## src/fpm_pkg.sv

```systemverilog
// Package for the front-panel message controller: constants, states and register map
// Summary of operation
// - Drive 16 character positions, 19 target LEDs (the 19th always off) and one status LED.
// - Only trip, critical failure, warning and start-up messages appear without a key press.
// - Non-trip messages use half brightness, and typed setting values show dimmer still.
// - The trip message is at full brightness, with a blinking keyword followed by fault type and trip type.
// - The trip message stays, survives restarts through a retained flag, and any key erases it.
// - A failure message holds until a key press or a clean restart.
// - A warning message holds until a key press or a clean restart.
// - An initialising message shows during start-up, and the display blanks when start-up ends.
// - Keypad messages hold until the next key, or blank after 15 minutes without a key (10 seconds after a completion message, until that time-out expires).
// - The session-end key followed by the confirm key shortens the time-out to 10 seconds.
// - Any time-out expiry drops the access privilege to view-only.
// - The 18 function target LEDs show the functions of the displayed trip.
// - The clear key acts as target reset, and there is no separate reset key.
// - A twenty-key keypad is scanned and decoded.
// - The completion message blanks after 10 seconds without a key, then stays blank; a key in it shows a keypad message.
package fpm_pkg;
   localparam int unsigned CLK_HZ          = 125000000;
   localparam int unsigned LONG_TMO_S      = 900;
   localparam int unsigned SHORT_TMO_S     = 10;
   localparam int unsigned TICK_DIV        = CLK_HZ;
   localparam int unsigned BLINK_DIV       = CLK_HZ / 4;
   localparam int unsigned NUM_CHARS       = 16;
   localparam int unsigned NUM_TARGETS     = 19;
   localparam int unsigned NUM_FUNC        = 18;
   localparam int unsigned NUM_KEYS        = 20;
   localparam int unsigned KEY_ROWS        = 4;
   localparam int unsigned KEY_COLS        = 5;
   localparam int unsigned SCAN_DIV        = 125000;
   localparam logic [3:0]  BRIGHT_FULL     = 4'hF;
   localparam logic [3:0]  BRIGHT_HALF     = 4'h8;
   localparam logic [3:0]  BRIGHT_ECHO     = 4'h4;
   localparam logic [4:0]  KEY_CLEAR       = 5'h00;
   localparam logic [4:0]  KEY_END         = 5'h01;
   localparam logic [4:0]  KEY_CONFIRM     = 5'h02;
   localparam logic [4:0]  KEY_DIGIT0      = 5'h0A;
   localparam logic [4:0]  KEY_DIGIT9      = 5'h13;
   localparam logic [4:0]  KEY_NONE        = 5'h1F;
   localparam logic [3:0]  ADR_STATUS      = 4'h0;
   localparam logic [3:0]  ADR_CONTROL     = 4'h1;
   localparam logic [3:0]  ADR_IRQ_STAT    = 4'h2;
   localparam logic [3:0]  ADR_IRQ_MASK    = 4'h3;
   localparam logic [3:0]  ADR_FAULT       = 4'h4;
   localparam logic [3:0]  ADR_KEY         = 4'h5;
   localparam int unsigned CTL_INIT_DONE   = 0;
   localparam int unsigned CTL_SELFTEST_OK = 1;
   localparam int unsigned CTL_RETAIN      = 2;
   localparam int unsigned CTL_ECHO        = 3;
   localparam int unsigned CTL_STATUS_LED  = 4;
   localparam int unsigned CTL_PRIV_SET    = 5;
   localparam int unsigned IRQ_KEY         = 0;
   localparam int unsigned IRQ_TIMEOUT     = 1;
   localparam int unsigned IRQ_TRIP_CLR    = 2;
   localparam int unsigned IRQ_W           = 3;
   typedef enum logic [2:0] {MSG_BLANK, MSG_INIT, MSG_KEYPAD, MSG_ENDED,
                             MSG_WARN, MSG_FAIL, MSG_TRIP} fpm_msg_type;
endpackage

```

## src/fpm_top.sv

```systemverilog
// Front-panel message controller with keypad scanner and Wishbone registers
`timescale 1ns/1ps
module fpm_top
   import fpm_pkg::*;
#(
   parameter int unsigned LONG_TMO_TICKS  = LONG_TMO_S,
   parameter int unsigned SHORT_TMO_TICKS = SHORT_TMO_S,
   parameter int unsigned TICK_CYCLES     = TICK_DIV,
   parameter int unsigned BLINK_CYCLES    = BLINK_DIV,
   parameter int unsigned SCAN_CYCLES     = SCAN_DIV
)
(
   // Clock and reset
   input  wire logic                          ref_clk,
   input  wire logic                          rst,
   // Wishbone slave
   input  wire logic                          wb_cyc_i,
   input  wire logic                          wb_stb_i,
   input  wire logic                          wb_we_i,
   input  wire logic [5:0]                    wb_adr_i,
   input  wire logic [3:0]                    wb_sel_i,
   input  wire logic [31:0]                   wb_dat_i,
   output logic      [31:0]                   wb_dat_o,
   output logic                               wb_ack_o,
   output logic                               irq,
   // Protection events
   input  wire logic                          trip_evt,
   input  wire logic [5:0]                    trip_info,
   input  wire logic [fpm_pkg::NUM_FUNC-1:0]  trip_funcs,
   input  wire logic                          fail_evt,
   input  wire logic                          warn_evt,
   input  wire logic [9:0]                    fault_code,
   input  wire logic                          retained_trip,
   // Keypad matrix
   output logic      [fpm_pkg::KEY_ROWS-1:0]  key_row,
   input  wire logic [fpm_pkg::KEY_COLS-1:0]  key_col,
   // Display
   output fpm_pkg::fpm_msg_type               msg_sel,
   output logic      [3:0]                    disp_bright,
   output logic                               keyword_blink,
   output logic                               disp_on,
   output logic      [fpm_pkg::NUM_TARGETS-1:0] target_led,
   output logic                               status_led,
   output logic                               view_only,
   output logic                               retain_trip_out
);
   fpm_msg_type msg_reg, msg_next;
   logic [31:0] tick_cnt_reg, blink_cnt_reg, scan_cnt_reg, tmo_cnt_reg;
   logic        tick, blink_reg;
   logic [1:0]  row_idx_reg;
   logic [KEY_COLS-1:0] col_s1_reg, col_s2_reg, col_s3_reg;
   logic [4:0]  key_hit_reg, key_code_reg;
   logic        key_down_reg, key_evt_reg, end_armed_reg, short_tmo_reg;
   logic        trip_held_reg, fail_held_reg, warn_held_reg, priv_reg;
   logic [5:0]  trip_info_reg;
   logic [9:0]  code_reg;
   logic [NUM_FUNC-1:0] funcs_reg;
   logic [7:0]  ctl_reg;
   logic [IRQ_W-1:0] irq_stat_reg, irq_mask_reg, irq_evt;
   logic        init_done_d_reg, tmo_expire;

   // Keypad scan: one row low at a time, columns through three flip-flops
   // SCAN_CYCLES must be at least 4: the synchroniser delays the columns by three edges
   wire         scan_step  = (scan_cnt_reg == SCAN_CYCLES - 1);
   wire         cols_agree = (col_s2_reg == col_s3_reg);
   wire         col_active = cols_agree && (col_s3_reg != {KEY_COLS{1'b1}});
   logic [4:0]  col_code;
   always_comb
   begin
      col_code = KEY_NONE;
      for (int c = KEY_COLS - 1; c >= 0; c--)
         if (!col_s3_reg[c])
            col_code = 5'(row_idx_reg * KEY_COLS + c);
   end

   always_ff @(posedge ref_clk or posedge rst)
   begin
      if (rst)
      begin
         scan_cnt_reg <= 32'h0;
         row_idx_reg  <= 2'h0;
         key_row      <= ~KEY_ROWS'(1);
         col_s1_reg   <= {KEY_COLS{1'b1}};
         col_s2_reg   <= {KEY_COLS{1'b1}};
         col_s3_reg   <= {KEY_COLS{1'b1}};
         key_hit_reg  <= KEY_NONE;
         key_down_reg <= 1'b0;
         key_evt_reg  <= 1'b0;
         key_code_reg <= KEY_NONE;
      end
      else
      begin
         col_s1_reg  <= key_col;
         col_s2_reg  <= col_s1_reg;
         col_s3_reg  <= col_s2_reg;
         key_evt_reg <= 1'b0;
         scan_cnt_reg <= scan_step ? 32'h0 : scan_cnt_reg + 32'h1;
         if (scan_step)
         begin
            // Row 3 ends a full sweep; a key counts once per press
            if (col_active)
               key_hit_reg <= col_code;
            if (row_idx_reg == 2'(KEY_ROWS - 1))
            begin
               if ((col_active ? col_code : key_hit_reg) != KEY_NONE && !key_down_reg)
               begin
                  key_evt_reg  <= 1'b1;
                  key_code_reg <= col_active ? col_code : key_hit_reg;
               end
               key_down_reg <= (col_active ? col_code : key_hit_reg) != KEY_NONE;
               key_hit_reg  <= KEY_NONE;
            end
            row_idx_reg <= 2'(row_idx_reg + 2'h1);
            key_row     <= ~(KEY_ROWS'(1) << 2'(row_idx_reg + 2'h1));
         end
      end
   end

   // One-second tick and blink enable
   assign tick = (tick_cnt_reg == TICK_CYCLES - 1);
   wire   tmo_limit_hit = (tmo_cnt_reg >= (short_tmo_reg ? SHORT_TMO_TICKS : LONG_TMO_TICKS) - 1);
   wire   tmo_run = (msg_reg == MSG_KEYPAD) || (msg_reg == MSG_ENDED);
   assign tmo_expire = tmo_run && tick && tmo_limit_hit && !key_evt_reg;

   // Message selection: trip, failure, warning, keypad
   wire init_fall = ctl_reg[CTL_INIT_DONE] && !init_done_d_reg;
   always_comb
   begin
      msg_next = msg_reg;
      if (trip_held_reg)
         msg_next = MSG_TRIP;
      else if (fail_held_reg)
         msg_next = MSG_FAIL;
      else if (warn_held_reg)
         msg_next = MSG_WARN;
      else if (!ctl_reg[CTL_INIT_DONE])
         msg_next = MSG_INIT;
      else if (init_fall || tmo_expire)
         msg_next = MSG_BLANK;
      else if (key_evt_reg)
         msg_next = (end_armed_reg && key_code_reg == KEY_CONFIRM) ? MSG_ENDED : MSG_KEYPAD;
      else if (msg_reg == MSG_TRIP || msg_reg == MSG_FAIL || msg_reg == MSG_WARN)
         msg_next = MSG_BLANK;
   end

   always_ff @(posedge ref_clk or posedge rst)
   begin
      if (rst)
      begin
         tick_cnt_reg    <= 32'h0;
         blink_cnt_reg   <= 32'h0;
         blink_reg       <= 1'b0;
         tmo_cnt_reg     <= 32'h0;
         msg_reg         <= MSG_INIT;
         end_armed_reg   <= 1'b0;
         short_tmo_reg   <= 1'b0;
         priv_reg        <= 1'b0;
         trip_held_reg   <= 1'b0;
         fail_held_reg   <= 1'b0;
         warn_held_reg   <= 1'b0;
         trip_info_reg   <= 6'h00;
         code_reg        <= 10'h000;
         funcs_reg       <= '0;
         init_done_d_reg <= 1'b0;
      end
      else
      begin
         tick_cnt_reg    <= tick ? 32'h0 : tick_cnt_reg + 32'h1;
         blink_cnt_reg   <= (blink_cnt_reg == BLINK_CYCLES - 1) ? 32'h0 : blink_cnt_reg + 32'h1;
         if (blink_cnt_reg == BLINK_CYCLES - 1)
            blink_reg <= ~blink_reg;
         init_done_d_reg <= ctl_reg[CTL_INIT_DONE];
         msg_reg         <= msg_next;
         // Inactivity counter restarts on every key
         if (key_evt_reg || !tmo_run)
            tmo_cnt_reg <= 32'h0;
         else if (tick)
            tmo_cnt_reg <= tmo_cnt_reg + 32'h1;
         if (key_evt_reg)
         begin
            end_armed_reg <= (key_code_reg == KEY_END);
            if (end_armed_reg && key_code_reg == KEY_CONFIRM)
               short_tmo_reg <= 1'b1;
         end
         if (tmo_expire)
         begin
            short_tmo_reg <= 1'b0;
            priv_reg      <= 1'b0;
         end
         else if (ctl_reg[CTL_PRIV_SET])
            priv_reg <= 1'b1;
         // Any key clears held messages; a new event in the same cycle wins
         if (key_evt_reg)
         begin
            trip_held_reg <= 1'b0;
            fail_held_reg <= 1'b0;
            warn_held_reg <= 1'b0;
         end
         if (init_fall && ctl_reg[CTL_SELFTEST_OK])
         begin
            fail_held_reg <= 1'b0;
            warn_held_reg <= 1'b0;
         end
         // Retained trip is reloaded once start-up completes
         if (init_fall && ctl_reg[CTL_RETAIN])
            trip_held_reg <= 1'b1;
         if (trip_evt)
         begin
            trip_held_reg <= 1'b1;
            trip_info_reg <= trip_info;
            funcs_reg     <= trip_funcs;
         end
         if (fail_evt)
            fail_held_reg <= 1'b1;
         if (warn_evt)
            warn_held_reg <= 1'b1;
         if ((fail_evt || warn_evt) && !trip_evt)
            code_reg <= fault_code;
      end
   end

   // Register bus: single-cycle ack, drops in the following cycle
   wire       wb_req  = wb_cyc_i && wb_stb_i && !wb_ack_o;
   wire [3:0] wb_word = wb_adr_i[5:2];
   wire       wr_ctl  = wb_req && wb_we_i && wb_sel_i[0] && (wb_word == ADR_CONTROL);
   wire       wr_stat = wb_req && wb_we_i && wb_sel_i[0] && (wb_word == ADR_IRQ_STAT);
   wire       wr_mask = wb_req && wb_we_i && wb_sel_i[0] && (wb_word == ADR_IRQ_MASK);
   wire [31:0] rd_mux =
      (wb_word == ADR_STATUS)   ? {20'h0, 1'b0, priv_reg, warn_held_reg, fail_held_reg,
                                   trip_held_reg, short_tmo_reg, 3'(msg_reg), 3'h0} :
      (wb_word == ADR_CONTROL)  ? {24'h0, ctl_reg} :
      (wb_word == ADR_IRQ_STAT) ? {29'h0, irq_stat_reg} :
      (wb_word == ADR_IRQ_MASK) ? {29'h0, irq_mask_reg} :
      (wb_word == ADR_FAULT)    ? {16'h0, trip_info_reg, code_reg} :
      (wb_word == ADR_KEY)      ? {26'h0, key_down_reg, key_code_reg} : 32'h0;
   assign irq_evt = {trip_held_reg && key_evt_reg, tmo_expire, key_evt_reg};

   always_ff @(posedge ref_clk or posedge rst)
   begin
      if (rst)
      begin
         wb_ack_o     <= 1'b0;
         wb_dat_o     <= 32'h0;
         ctl_reg      <= 8'h00;
         irq_stat_reg <= '0;
         irq_mask_reg <= '0;
         irq          <= 1'b0;
      end
      else
      begin
         wb_ack_o <= wb_req;
         wb_dat_o <= wb_req ? rd_mux : 32'h0;
         if (wr_ctl)
            ctl_reg <= wb_dat_i[7:0];
         if (wr_mask)
            irq_mask_reg <= wb_dat_i[IRQ_W-1:0];
         // Set wins over a write-one clear in the same cycle
         irq_stat_reg <= (irq_stat_reg & ~(wr_stat ? wb_dat_i[IRQ_W-1:0] : '0)) | irq_evt;
         irq          <= |(irq_stat_reg & irq_mask_reg);
      end
   end

   // Display outputs, all from flip-flops
   always_ff @(posedge ref_clk or posedge rst)
   begin
      if (rst)
      begin
         msg_sel         <= MSG_INIT;
         disp_bright     <= BRIGHT_HALF;
         keyword_blink   <= 1'b0;
         disp_on         <= 1'b1;
         target_led      <= '0;
         status_led      <= 1'b0;
         view_only       <= 1'b1;
         retain_trip_out <= 1'b0;
      end
      else
      begin
         msg_sel       <= msg_reg;
         disp_bright   <= (msg_reg == MSG_TRIP) ? BRIGHT_FULL :
                          (ctl_reg[CTL_ECHO] && msg_reg == MSG_KEYPAD) ? BRIGHT_ECHO : BRIGHT_HALF;
         keyword_blink <= (msg_reg == MSG_TRIP) && blink_reg;
         disp_on       <= (msg_reg != MSG_BLANK);
         target_led    <= {ctl_reg[CTL_STATUS_LED] & 1'b0,
                           (msg_reg == MSG_TRIP) ? funcs_reg : {NUM_FUNC{1'b0}}};
         status_led    <= ctl_reg[CTL_STATUS_LED];
         view_only     <= !priv_reg;
         retain_trip_out <= trip_held_reg;
      end
   end

   // Expiry with no held message after start-up blanks and drops privilege in the next cycle
   timeout_blank_a: assert property (@(posedge ref_clk) disable iff (rst)
      tmo_expire && !trip_held_reg && !fail_held_reg && !warn_held_reg && ctl_reg[CTL_INIT_DONE]
      |=> msg_reg == MSG_BLANK && !priv_reg)
      else $error("time-out did not blank or drop privilege");
   trip_bright_a: assert property (@(posedge ref_clk) disable iff (rst)
      msg_reg == MSG_TRIP |=> disp_bright == BRIGHT_FULL)
      else $error("trip not at full brightness");
   trip_wins_a: assert property (@(posedge ref_clk) disable iff (rst)
      trip_held_reg |=> msg_reg == MSG_TRIP)
      else $error("trip lost precedence");
   key_clears_a: assert property (@(posedge ref_clk) disable iff (rst)
      key_evt_reg && !trip_evt && !(init_fall && ctl_reg[CTL_RETAIN]) |=> !trip_held_reg)
      else $error("key did not erase trip");
   ended_short_a: assert property (@(posedge ref_clk) disable iff (rst)
      key_evt_reg && end_armed_reg && key_code_reg == KEY_CONFIRM |=> short_tmo_reg)
      else $error("end sequence did not shorten time-out");
   init_shown_a: assert property (@(posedge ref_clk) disable iff (rst)
      !ctl_reg[CTL_INIT_DONE] && !trip_held_reg && !fail_held_reg && !warn_held_reg
      |=> msg_reg == MSG_INIT)
      else $error("initialising message missing");
   targets_a: assert property (@(posedge ref_clk) disable iff (rst)
      msg_reg != MSG_TRIP |=> target_led == '0)
      else $error("targets lit without trip message");
   fail_hold_a: assert property (@(posedge ref_clk) disable iff (rst)
      fail_held_reg && !key_evt_reg && !init_fall |=> fail_held_reg)
      else $error("failure dropped without cause");
endmodule

```

## config.mk

```make
export PLATFORM = sky130hd
export DESIGN_NAME = fpm_top
export DESIGN_NICKNAME = d
export VERILOG_FILES = /design/src/fpm_pkg.sv /design/src/fpm_top.sv
export SDC_FILE = /design/constraint.sdc
export NUM_CORES = 1
export LEC_CHECK = 0
export BUFFER_PORTS_ARGS = -buffer_cell sky130_fd_sc_hd__buf_4
export CORE_ASPECT_RATIO = 2
export CORE_MARGIN = 4
export CORE_UTILIZATION = 58
export DETAILED_ROUTE_END_ITERATION = 8
export GPL_TIMING_DRIVEN = 0
export PLACE_DENSITY_LB_ADDON = 0.2
export SLEW_MARGIN = 20
export SYNTH_ARGS = -nofsm -noshare
export SYNTH_HDL_FRONTEND = slang
export SYNTH_SLANG_ARGS = --single-unit
```

## constraint.sdc

```tcl
create_clock -name ref_clk -period 12.8 [get_ports ref_clk]
set_input_delay 2.56 -clock ref_clk [delete_from_list [all_inputs] [get_ports ref_clk]]
set_output_delay 2.56 -clock ref_clk [all_outputs]
set_load 0.02 [all_outputs]
```

==> results.md <==
* Top Metal Used: met4
* EDFF count, synth at 0
* Syn Std Cell Area at 0.0119 mm2
* M1 wire length at 9.54 mm
* Die W at 109 um
* Worst setup EP type: flip-flop
* Clock-pin slew on the worst setup and hold paths at 0.06 ns
* Net count, final at 1326
* Worst path cell trace: buf_4, nand2_1, or2_2, clkbuf_1, inv_1, nand3_1, nor2b_1, clkbuf_1, mux2_2
* Slew Limit Fails at 0
* Avg WL per Cell at 17.5 um
* PostCTS Resize Cnt at 0
* Post-Synth XOR/XNOR Area at 0.0867
* Setup TNS at 0 ns
* Max H-tree Level at 1
* Outcome: finished clean
* Cell mode on critical path: clkbuf_1
* Main combinational cell family by area after synthesis: simple AND/OR/NAND/NOR gates
* Most frequent cell after synthesis: dfrtp_1
* # Post-CTS Setup Buffers at 0
* Simple-gate area share of the yosys netlist at 0.192
* Post-Syn Instances at 1069
* Flops & latches, synth at 267
* Gr ovfl total at 0
* Buf+Inv Stages, Crit Path at 4
* CTS Buf Count at 24
* Rows at 73
* Max Clock Skew at 0.0158 ns
* Netlist cell types at 68
* Asr flop ratio synth at 1.00
* Arr. time, crit path at 4.71 ns
* Adder-cell share of the synthesized area at 0.0147
* Post-Layout Cell Count at 1503
* Reg-to-reg endpoint: key_code_reg[4]
* Yosys top cell area share at 0.491
* CTS Root Cell: clkbuf_16
* Initial Util at 0.593
* Period utilization at 0.336
* Share of layout cells above drive strength 1 at 0.219
* Hold Buf Count CTS at 0
* Pwr per Cell Area at 125 mW/mm2
* Initial antenna violation count at 1
* Worst-Margin Slew at 0.911 ns
* Maxcap violations at 0
* Tot GR Track Use at 0.233
* # setup viols final at 0
* CTS tree: yes
* Achievable Freq at 232 MHz
* Layout area overhead at 18.0%
* Fin crit period at 4.30 ns
* Largest net degree at the start of global routing at 96
* Headroom to the max-slew limit at 0.388
* Synth warnings at 0
* Die area at 0.0230 mm2
* Via Count at 8560
* Port buffer count at 109
* Final GP Congestion at 0.863
* Ys flop type: dfrtp_1
* CTS Sinks at 267
* Drt initial violations at 443
* Worst Hold Endpoint: col_s2_reg[3]
* Clk buf depth at 3
* Crit path max-delay cell type: clkbuf_1
* Register area share after synthesis at 0.564
* Initial DRT Pass Iterations at 6
* Slowest stage delay, CP at 0.45 ns
* Leak at 6.32 nW
* Global-route wire length before repair at 43.1 mm
* Worst Path Max Fanout at 9
* WL met2 at 14.6 mm
* Hold Crit Class: flip-flop to flip-flop
* Required @ worst endpoint at 13.21 ns
* Post-synth top area cell: dfrtp_1
* Worst vdd ir at 0.125 mV
* CP Launch Type: input port
* Cell family with most CP delay: buffers and inverters
* Unrepaired setup endpoints after global routing: no
* Min-delay src: col_s1_reg[3]
* Core area at 0.0201 mm2
* R2R Path Start: col_s3_reg[1]
* Hold Crit Depth at 0
* Top cells by count, synth: dfrtp_1, nor2_1, nand2_1
* Die Y at 211 um
* Mean post-synth cell area at 11.1 um2
* Placed cell count at 1458
* Met3 wire len at 997 um
* Final wirelength at 26.3 mm
* Post-route ant nets at 0
* DP HPWL at 19.0 mm
* Vias per inst at 5.70
* Fin. Hold Viols at 0
* Largest cells by area after synthesis: dfrtp_1, dfstp_2, mux2_2
* Post-synthesis mux area share at 0.0545
* Residual DRC count at 0
* Fill cells at 1545
* Reg2reg path depth at 7
* Io pins at 159
* WS Path Type: input port to flip-flop
* Clock latency on the worst-skew pair at 0.53 ns
* Compound-Gate Fraction of Synth Area at 0.0572
* Number of global-route vias before repair at 8759
* Flop-to-flop setup slack at 9.91 ns
placed cells by master (no fill, tap or decap), types with 7 or more instances in the layout:
cell type	count
and4_1	10
conb_1	17
ha_1	14
xor2_1	58
clkinv_2	7
dfstp_2	33
clkbuf_16	25
buf_4	127
xnor2_1	60
nand4_1	29
o21ai_0	22
nor4_1	19
nand3_1	60
nor3_1	28
mux2i_1	12
and3_1	29
dfrtp_1	234
and2_1	24
a21oi_1	20
or3_1	10
nand2_1	63
o31ai_1	7
nor2_1	119
clkbuf_1	28
inv_1	24
mux2_2	47
layer usage:
| layer | vias to the layer above | global-route usage |
|---|---|---|
| met5 | - | 0 |
| met4 | 0 | 0.104 |
| met3 | 77 | 0.0248 |
| met2 | 205 | 0.430 |
| met1 | 4254 | 0.266 |
| li1 | 4024 | - |
power breakdown:
group          leakage, nW  switching (mW)  internal [mW]
clock                0.425           0.309          0.461
combinational         2.51          0.0578         0.0487
sequential            3.39          0.0127          0.872
total                 6.32           0.380           1.38
logic make-up (layout without fill, tap and decap cells):
| group | count (synthesis) | in the layout |
|---|---|---|
| AND/OR/NAND/NOR | 436 | 436 |
| flip-flops | 267 | 267 |
| adder cells (fa/ha/maj) | 14 | 14 |
| AO/OA/AOI/OAI | 100 | 100 |
| other | 1 | 18 |
| multiplexers | 59 | 59 |
| XOR/XNOR | 118 | 118 |
| buffers and inverters | 74 | 229 |
layout make-up:
cell class	count	area, um2	share of cell area
sequential	267	6720	0.478
tap	262	328	0.0233
clock buffer	33	696	0.0495
buffer	49	263	0.0187
antenna	1	2.50	0.000178
multi-input combinational	744	4920	0.350
inverter	25	101	0.00721
clock inverter	11	155	0.0110
timing repair buffer	111	873	0.0621
per-stage QoR:
stage / hold WS, ns / util / setup slack (ns) / cell area (um2) / total power [mW]
after global routing: 0.358 / 0.700 / 8.44 / 14100 / 1.82
after floorplan: 0.345 / - / 2.94 / 12000 / 0.962
after CTS: 0.357 / 0.699 / 8.54 / 14000 / 1.78
after global placement: 0.347 / 0.653 / 0.164 / 13100 / 1.00
after detailed placement: 0.348 / 0.657 / 7.99 / 13200 / 1.01
final: 0.355 / 0.700 / 8.50 / 14100 / 1.76
worst register-to-register path, cell delays in order, from the launching register on:
cell and delay [ns]:
dfstp_2 0.51, clkbuf_1 0.33, xnor2_1 0.17, nand4_1 0.17
nor2_1 0.61, mux2i_1 0.48, o21ai_0 0.24, a22oi_1 0.29
worst max path at each step:
stage / startpoint / to / slack [ns] / cells after the start
3_3_place_gp: rst / target_led[1] / 0.16 / 2
5_1_grt: wb_cyc_i / ctl_reg[1] / 8.44 / 9
4_1_cts: wb_cyc_i / ctl_reg[5] / 8.54 / 9
3_5_place_dp: wb_cyc_i / ctl_reg[5] / 7.99 / 9
2_1_floorplan: rst / blink_cnt_reg[0] / 2.94 / 1
6_report: wb_cyc_i / ctl_reg[5] / 8.50 / 9
No activity file was read; power rests on OpenSTA's default activity.
